**config.mk**
```make
export PLATFORM = sky130hd
export DESIGN_NAME = epm_perf_monitor
export DESIGN_NICKNAME = d
export VERILOG_FILES = /design/src/pkg/epm_pkg.sv /design/src/pkg/epm_cnt_if.sv /design/src/logic/epm_event_counter.sv /design/src/logic/epm_pair_latch.sv /design/src/logic/epm_perf_monitor.sv
export SDC_FILE = /design/constraint.sdc
export NUM_CORES = 1
export LEC_CHECK = 0
export BUFFER_PORTS_ARGS = -buffer_cell sky130_fd_sc_hd__buf_2
export CAP_MARGIN = 20
export CORE_MARGIN = 10
export CORE_UTILIZATION = 63
export DETAILED_ROUTE_END_ITERATION = 10
export HOLD_SLACK_MARGIN = 0.06
export PLACE_DENSITY = 0.95
export RECOVER_POWER = 100
export SLEW_MARGIN = 0
export SYNTH_ARGS = -nofsm -noshare
export SYNTH_HDL_FRONTEND = slang
export SYNTH_HIERARCHICAL = 1
export SYNTH_SLANG_ARGS = --single-unit
```
**constraint.sdc**
```tcl
create_clock -name core_clk -period 4.35 [get_ports core_clk]
set_input_delay 0.6525 -clock core_clk [delete_from_list [all_inputs] [get_ports core_clk]]
set_output_delay 0.6525 -clock core_clk [all_outputs]
set_load 0.05 [all_outputs]
```
**src/pkg/epm_pkg.sv**
```systemverilog
package epm_pkg;

  // Bus widths
  localparam int DATA_W = 32;
  localparam int ADR_W = 16;
  localparam int IDX_W = 14;
  localparam int IDX_LSB = 2;

  typedef logic [DATA_W-1:0] epm_data_t;
  typedef logic [ADR_W-1:0] epm_adr_t;
  typedef logic [IDX_W-1:0] epm_idx_t;
  typedef logic [7:0] epm_byte_t;

  // Register indices; byte address is four times the index
  localparam epm_idx_t IDX_FE_HIGH = 14'h0907;
  localparam epm_idx_t IDX_FE_LOW = 14'h0908;
  localparam epm_idx_t IDX_RX_SLIP = 14'h0909;
  localparam epm_idx_t IDX_FRAME_LOSS = 14'h090a;
  localparam epm_idx_t IDX_ALIGN_CHG = 14'h090b;
  localparam epm_idx_t IDX_LINK1_FCS = 14'h090c;
  localparam epm_idx_t IDX_TP_HIGH = 14'h090d;
  localparam epm_idx_t IDX_TP_LOW = 14'h090e;
  localparam epm_idx_t IDX_TX_SLIP = 14'h090f;
  localparam epm_idx_t IDX_CTRL = 14'h0920;
  localparam epm_idx_t IDX_STATUS = 14'h0921;

  // Positions of the 8-bit counters in the byte counter array
  localparam int NUM_BYTE_CNT = 5;
  localparam int BC_RX_SLIP = 0;
  localparam int BC_TX_SLIP = 1;
  localparam int BC_FRAME_LOSS = 2;
  localparam int BC_ALIGN_CHG = 3;
  localparam int BC_LINK1_FCS = 4;

  // Positions of the 16-bit counters in the wide counter array
  localparam int NUM_WIDE_CNT = 2;
  localparam int WC_FAR_END = 0;
  localparam int WC_TEST_PAT = 1;
  localparam int BYTE_W = 8;
  localparam int WIDE_W = 16;

  // Control register fields and reset value
  localparam int CTRL_COUNT_EN = 0;
  localparam int CTRL_SATURATE = 1;
  localparam logic [1:0] CTRL_RESET = 2'h1;

  // Status register fields
  localparam int STAT_FE_PEND = 0;
  localparam int STAT_TP_PEND = 1;
  localparam int STAT_SYNC_LOST = 2;

  localparam epm_data_t DATA_ZERO = 32'h0000_0000;
  localparam epm_byte_t BYTE_ZERO = 8'h00;

endpackage : epm_pkg

```
**src/pkg/epm_cnt_if.sv**
```systemverilog
`timescale 1ns/1ps

// Count request and live value between the bank and one counter
interface epm_cnt_if #(parameter int W = 8);
  logic inc;
  logic clr;
  logic [W-1:0] count;
  modport counter (input inc, input clr, output count);
  modport user (output inc, output clr, input count);
endinterface : epm_cnt_if

```
**src/logic/epm_event_counter.sv**
```systemverilog
`timescale 1ns/1ps

module epm_event_counter #(parameter int W = 8) (
  input wire logic core_clk,
  input wire logic rst,
  input wire logic saturate,
  epm_cnt_if.counter cnt
);

  logic [W-1:0] count_q;

  // Clear on read; an event in the clearing cycle starts the new period at one
  always_ff @(posedge core_clk or posedge rst) begin
    if (rst) begin
      count_q <= '0;
    end else if (cnt.clr) begin
      count_q <= cnt.inc ? W'(1) : '0;
    end else if (cnt.inc && !(saturate && (&count_q))) begin
      count_q <= count_q + W'(1);
    end
  end

  assign cnt.count = count_q;

endmodule : epm_event_counter

```
**src/logic/epm_pair_latch.sv**
```systemverilog
`timescale 1ns/1ps

module epm_pair_latch (
  input wire logic core_clk,
  input wire logic rst,
  input wire logic hi_rd,
  input wire logic lo_rd,
  input wire epm_pkg::epm_byte_t live_low,
  output epm_pkg::epm_byte_t low_byte,
  output logic pending
);
  import epm_pkg::*;

  epm_byte_t low_q;
  logic pend_q;

  // Lower half frozen when the upper half is read
  always_ff @(posedge core_clk or posedge rst) begin
    if (rst) begin
      low_q <= BYTE_ZERO;
    end else if (hi_rd) begin
      low_q <= live_low;
    end
  end

  // Marks a frozen lower half not yet collected
  always_ff @(posedge core_clk or posedge rst) begin
    if (rst) begin
      pend_q <= 1'b0;
    end else if (hi_rd) begin
      pend_q <= 1'b1;
    end else if (lo_rd) begin
      pend_q <= 1'b0;
    end
  end

  assign low_byte = pend_q ? low_q : live_low;
  assign pending = pend_q;

endmodule : epm_pair_latch

```
**src/logic/epm_perf_monitor.sv**
```systemverilog
`timescale 1ns/1ps

// Summary of operation
// - Far-end block error count rises by one per received E-bit equal to zero.
// - Far-end count is frozen while frame alignment or CRC-4 multiframe sync is lost.
// - Loss of signalling multiframe alignment alone does not stop far-end counting.
// - Far-end count is 16 bits, read as an upper and a lower byte.
// - Each counter holds events since its last clearing read (the upper byte of a 16-bit counter) and clears on that read.
// - Receive slip counter (8 bits) counts each frame repeated or dropped on receive.
// - Transmit slip counter (8 bits) counts each frame repeated or dropped on transmit.
// - Frame loss counter (8 bits) counts each new loss-of-frame declaration.
// - Alignment change counter (8 bits) counts locks differing from the off-line candidate.
// - Link 1 checksum error counter (8 bits) counts each frame check sequence error.
// - Test pattern error count is 16 bits, upper and lower byte, per bit error.
module epm_perf_monitor (
  input wire logic core_clk,
  input wire logic rst,
  input wire logic wb_cyc_i,
  input wire logic wb_stb_i,
  input wire logic wb_we_i,
  input wire epm_pkg::epm_adr_t wb_adr_i,
  input wire logic [3:0] wb_sel_i,
  input wire epm_pkg::epm_data_t wb_dat_i,
  output epm_pkg::epm_data_t wb_dat_o,
  output logic wb_ack_o,
  input wire logic e_bit_valid,
  input wire logic e_bit_value,
  input wire logic fas_sync_lost,
  input wire logic crc_mf_sync_lost,
  input wire logic rx_slip_event,
  input wire logic tx_slip_event,
  input wire logic frame_loss_state,
  input wire logic alignment_change_event,
  input wire logic link1_fcs_err,
  input wire logic test_pattern_err_event
);
  import epm_pkg::*;

  // Zero-extends a byte into a bus word
  function automatic epm_data_t byte_word(input epm_byte_t b);
    byte_word = {{(DATA_W-BYTE_W){1'b0}}, b};
  endfunction : byte_word

  // True when a taken read addresses the given register
  function automatic logic read_hits(input logic take, input epm_idx_t at, input epm_idx_t want);
    read_hits = take && (at == want);
  endfunction : read_hits

  logic ack_q;
  epm_data_t dat_q;
  epm_data_t rdata_d;
  logic [CTRL_SATURATE:CTRL_COUNT_EN] ctrl_q;
  logic frame_loss_q;
  logic req_take;
  logic rd_take;
  logic wr_take;
  epm_idx_t idx;
  logic count_en;
  logic [NUM_BYTE_CNT-1:0] byte_inc;
  logic [NUM_BYTE_CNT-1:0] byte_clr;
  epm_byte_t byte_cnt [NUM_BYTE_CNT];
  logic [NUM_WIDE_CNT-1:0] wide_inc;
  logic [NUM_WIDE_CNT-1:0] wide_hi_rd;
  logic [NUM_WIDE_CNT-1:0] wide_lo_rd;
  logic [WIDE_W-1:0] wide_cnt [NUM_WIDE_CNT];
  epm_byte_t wide_low [NUM_WIDE_CNT];
  logic [NUM_WIDE_CNT-1:0] wide_pend;

  // Request taken once per cycle; ack blocks a second take of the same request
  assign req_take = wb_cyc_i & wb_stb_i & ~ack_q;
  assign rd_take = req_take & ~wb_we_i;
  assign wr_take = req_take & wb_we_i;
  assign idx = wb_adr_i[ADR_W-1:IDX_LSB];
  assign count_en = ctrl_q[CTRL_COUNT_EN];

  // Event conditioning for the far-end and test pattern counters
  assign wide_inc[WC_FAR_END] = count_en & e_bit_valid & ~e_bit_value
                                & ~fas_sync_lost & ~crc_mf_sync_lost;
  assign wide_inc[WC_TEST_PAT] = count_en & test_pattern_err_event;

  // Event conditioning for the byte counters
  assign byte_inc[BC_RX_SLIP] = count_en & rx_slip_event;
  assign byte_inc[BC_TX_SLIP] = count_en & tx_slip_event;
  assign byte_inc[BC_FRAME_LOSS] = count_en & frame_loss_state & ~frame_loss_q;
  assign byte_inc[BC_ALIGN_CHG] = count_en & alignment_change_event;
  assign byte_inc[BC_LINK1_FCS] = count_en & link1_fcs_err;

  // Clearing reads of each counter
  assign byte_clr[BC_RX_SLIP] = read_hits(rd_take, idx, IDX_RX_SLIP);
  assign byte_clr[BC_TX_SLIP] = read_hits(rd_take, idx, IDX_TX_SLIP);
  assign byte_clr[BC_FRAME_LOSS] = read_hits(rd_take, idx, IDX_FRAME_LOSS);
  assign byte_clr[BC_ALIGN_CHG] = read_hits(rd_take, idx, IDX_ALIGN_CHG);
  assign byte_clr[BC_LINK1_FCS] = read_hits(rd_take, idx, IDX_LINK1_FCS);
  assign wide_hi_rd[WC_FAR_END] = read_hits(rd_take, idx, IDX_FE_HIGH);
  assign wide_hi_rd[WC_TEST_PAT] = read_hits(rd_take, idx, IDX_TP_HIGH);
  assign wide_lo_rd[WC_FAR_END] = read_hits(rd_take, idx, IDX_FE_LOW);
  assign wide_lo_rd[WC_TEST_PAT] = read_hits(rd_take, idx, IDX_TP_LOW);

  // Previous loss-of-frame level, for catching each new declaration
  always_ff @(posedge core_clk or posedge rst) begin
    if (rst) begin
      frame_loss_q <= 1'b0;
    end else begin
      frame_loss_q <= frame_loss_state;
    end
  end

  // Byte-wide counters
  genvar gi;
  generate
    for (gi = 0; gi < NUM_BYTE_CNT; gi++) begin : g_byte
      epm_cnt_if #(.W(BYTE_W)) bif ();
      assign bif.inc = byte_inc[gi];
      assign bif.clr = byte_clr[gi];
      assign byte_cnt[gi] = bif.count;
      epm_event_counter #(.W(BYTE_W)) u_cnt (
        .core_clk(core_clk),
        .rst(rst),
        .saturate(ctrl_q[CTRL_SATURATE]),
        .cnt(bif)
      );
    end
  endgenerate

  // 16-bit counters with their lower-byte latches
  generate
    for (gi = 0; gi < NUM_WIDE_CNT; gi++) begin : g_wide
      epm_cnt_if #(.W(WIDE_W)) wif ();
      assign wif.inc = wide_inc[gi];
      assign wif.clr = wide_hi_rd[gi];
      assign wide_cnt[gi] = wif.count;
      epm_event_counter #(.W(WIDE_W)) u_cnt (
        .core_clk(core_clk),
        .rst(rst),
        .saturate(ctrl_q[CTRL_SATURATE]),
        .cnt(wif)
      );
      epm_pair_latch u_latch (
        .core_clk(core_clk),
        .rst(rst),
        .hi_rd(wide_hi_rd[gi]),
        .lo_rd(wide_lo_rd[gi]),
        .live_low(wide_cnt[gi][BYTE_W-1:0]),
        .low_byte(wide_low[gi]),
        .pending(wide_pend[gi])
      );
    end
  endgenerate

  // Control register: count enable and saturate
  always_ff @(posedge core_clk or posedge rst) begin
    if (rst) begin
      ctrl_q <= CTRL_RESET;
    end else if (wr_take && (idx == IDX_CTRL) && wb_sel_i[0]) begin
      ctrl_q <= wb_dat_i[CTRL_SATURATE:CTRL_COUNT_EN];
    end
  end

  // Read data selection; unmapped addresses read as zero
  always_comb begin
    rdata_d = DATA_ZERO;
    case (idx)
      IDX_FE_HIGH: rdata_d = byte_word(wide_cnt[WC_FAR_END][WIDE_W-1:BYTE_W]);
      IDX_FE_LOW: rdata_d = byte_word(wide_low[WC_FAR_END]);
      IDX_TP_HIGH: rdata_d = byte_word(wide_cnt[WC_TEST_PAT][WIDE_W-1:BYTE_W]);
      IDX_TP_LOW: rdata_d = byte_word(wide_low[WC_TEST_PAT]);
      IDX_RX_SLIP: rdata_d = byte_word(byte_cnt[BC_RX_SLIP]);
      IDX_TX_SLIP: rdata_d = byte_word(byte_cnt[BC_TX_SLIP]);
      IDX_FRAME_LOSS: rdata_d = byte_word(byte_cnt[BC_FRAME_LOSS]);
      IDX_ALIGN_CHG: rdata_d = byte_word(byte_cnt[BC_ALIGN_CHG]);
      IDX_LINK1_FCS: rdata_d = byte_word(byte_cnt[BC_LINK1_FCS]);
      IDX_CTRL: rdata_d = {{(DATA_W-CTRL_SATURATE-1){1'b0}}, ctrl_q};
      IDX_STATUS: begin
        rdata_d[STAT_FE_PEND] = wide_pend[WC_FAR_END];
        rdata_d[STAT_TP_PEND] = wide_pend[WC_TEST_PAT];
        rdata_d[STAT_SYNC_LOST] = fas_sync_lost | crc_mf_sync_lost;
      end
      default: rdata_d = DATA_ZERO;
    endcase
  end

  // Acknowledge one cycle after the request is taken
  always_ff @(posedge core_clk or posedge rst) begin
    if (rst) begin
      ack_q <= 1'b0;
    end else begin
      ack_q <= req_take;
    end
  end

  // Read data register, loaded when any request is taken; a taken write loads zero
  always_ff @(posedge core_clk or posedge rst) begin
    if (rst) begin
      dat_q <= DATA_ZERO;
    end else if (req_take) begin
      dat_q <= wb_we_i ? DATA_ZERO : rdata_d;
    end
  end

  assign wb_ack_o = ack_q;
  assign wb_dat_o = dat_q;

endmodule : epm_perf_monitor

```
==> impl_metrics.tcl <==
set metrics [dict create \
    ant_nets 0 \
    grt_usage_pct 21.6 \
    final.setup.tns_ns 0 \
    cp.required_ns 4.60 \
    holdWs_ns 0.388 \
    ys_seq_area_share_pct 36.8 \
    avgSynthCellArea_um2 9.91 \
    worstPathMaxFanout 25 \
    final_cell_area_um2 7030 \
    coreArea_um2 10800 \
    end_kind "flop" \
    cts-hold-fix-buffers 0 \
    layout.core_utilization_pct 65.1 \
    diodes 0 \
    grt_overflow_total 0 \
    use_met3_pct 5.70 \
    cts_buffer_depth 2 \
    path_class "input pin to flop" \
    final_common_cell "dfrtp_1" \
    syn-cell-area_um2 6950 \
    die_w_um 125 \
    dpl_cell_area_um2 6950 \
    wl_um 17600 \
    dr.pass1.iters 6 \
    ios 100 \
    clock_skew_ns 0.0140 \
    clkSinkCount 102 \
    fin_cells 863 \
    final_nets 792 \
    start_util_pct 64.4 \
    rows 38 \
    routedWlPerCell_um 20.4 \
    grt_antenna_before_repair 0 \
    drc 0 \
    hold_viol_final 0 \
    power_leakage_nw 3.02 \
    fillCellCount 857 \
    setup_violations 0 \
    cts_root_buffer "clkbuf_8" \
    placedCellCount 847 \
    postCtsSetupBuffers 0 \
    cts_tree "done" \
    grt_busiest_layer "met2" \
    violations "capacitance limit, slew limit" \
    maxSlewHeadroom_pct -0.979 \
    multi_input_area_um2 3820 \
    worstPathArrival_ns 3.67 \
    synth-async-reset-ratio_pct 100 \
    die-area_um2 15600 \
    die_y_um 125 \
    grt_pass1_wl_um 28700 \
    most-common-layout-cells "dfrtp_1, nand2_1, a21oi_1" \
    drt_iter0_markers 886 \
    powerDensity_nw_per_um2 235 \
    clk_pin_slew_ns 0.10 \
    rsz0062_at_grt "no" \
    synth-seq-cells 102 \
    tightest_slew_ns 1.50 \
    io_buffer_count 40 \
    drv_cap 1 \
    final-max-slew-violation-count 6 \
    ys.flop_type "dfrtp_1" \
    ff_latch_area_um2 2550 \
    cts_buffers 9 \
    post-route-min-period_ns 3.41 \
    grt_use_met1_pct 28.6 \
    avgViaCountPerCell 6.84 \
    ir_drop_v 0.000208 \
    drive_gt1_share_pct 14.5 \
    grt_max_degree 35 \
    ys_warn_count 6 \
    cts-resized-gates 0 \
    syn_to_final_growth_pct 1.17 \
    start_kind "input pin" \
    cts_max_level 3 \
    gp_congestion 0.942 \
    vias 5903 \
    clock.fmax_mhz 293 \
    hold_path_class "input pin to flop" \
    hpwl_um 13000 \
    synth_cell_types 74 \
    clock_latency_ns 0.39 \
    synthCells 701 \
    synth_edf_count 0 \
    status "finished, violations left" \
    grt_util_met2_pct 34.5 \
    period_share_pct 78.5 \
    grt_pass1_vias 5666 \
]
final timing paths:
check / startpoint / end / slack (ns) / cells after the start
setup reg to reg: wb_ack_o / g_wide[0].u_cnt/cnt.count[3] / 0.95 / 7
hold / removal: frame_loss_state / frame_loss_q / 0.39 / 1
setup / recovery: wb_adr_i[4] / g_wide[0].u_cnt/cnt.count[3] / 0.94 / 8
min in group asynchronous: rst / g_byte[0].u_cnt/cnt.count[6] / 0.53 / 2
hold reg to reg: g_wide[1].u_latch/low_q[7] / g_wide[1].u_latch/low_q[7] / 0.50 / 1
max in group asynchronous: rst / g_wide[1].u_cnt/cnt.count[1] / 3.26 / 2
worst max-delay path, cell delays in order:
cell and delay [ns]:
clkbuf_1 0.80, nor2b_1 0.36, and2b_2 0.24, and3_1 0.84, inv_1 0.32, nand2_1 0.18
o21bai_1 0.13, o221ai_1 0.13
report_power, final:
part / leakage [nW] / switching [W] / internal (W)
combinational: 1.51 / 0.000105 / 0.0000214
sequential: 1.42 / 0.000000578 / 0.000949
clock: 0.0853 / 0.000360 / 0.000216
final cells by class:
| class | count | share of cell area [%] |
|---|---|---|
| sequential | 102 | 36.3 |
| timing repair buffer | 43 | 2.92 |
| inverter | 23 | 1.23 |
| clock buffer | 9 | 1.76 |
| tap | 140 | 2.49 |
| clock inverter | 7 | 0.837 |
| multi-input combinational | 539 | 54.4 |
cell usage after synthesis (18+ instances only):
master | number | area share (%)
mux2i_1 | 22 | 3.2
nor2b_1 | 19 | 1.7
mux2_4 | 32 | 6.9
inv_1 | 23 | 1.2
a31oi_1 | 18 | 1.6
buf_4 | 25 | 2.7
dfrtp_1 | 101 | 36
a21oi_1 | 40 | 2.9
nand2_1 | 48 | 2.6
nand4_1 | 20 | 1.8
nand3_1 | 26 | 1.9
nor2_1 | 33 | 1.8
layer usage:
metal	wire, um	vias to the layer above
met2	8540	343
met1	7090	2871
met5	0	-
met3	1760	34
li1	-	2655
met4	250	0
cell families after synthesis:
group	count (synthesis)	synth area share [%]
adders and majority gates	7	1.26
and+or+nand+nor	266	23.4
buffers and inverters	83	8.23
AOI/OAI and AO/OA	169	17.1
muxes	73	13.2
other	1	0.0540
DFF	102	36.8
through the flow:
stage	setup slack [ns]	total power, W
finish	0.936	0.00165
global route	0.758	0.00170
floorplan	1.64	0.00109
global placement	1.28	0.00109
CTS	1.41	0.00166
detailed placement	1.13	0.00109
sequential cells by signal (all words and copies together), names as in the netlist:
name / count
wb_dat_o: 8
g_wide.u_latch/pending: 2
g_byte.u_cnt/cnt.count: 40
g_wide.u_latch/low_q: 16
wb_ack_o: 1
frame_loss_q: 1
ctrl_q: 2
g_wide.u_cnt/cnt.count: 32
No activity file was read; power rests on OpenSTA's default activity.
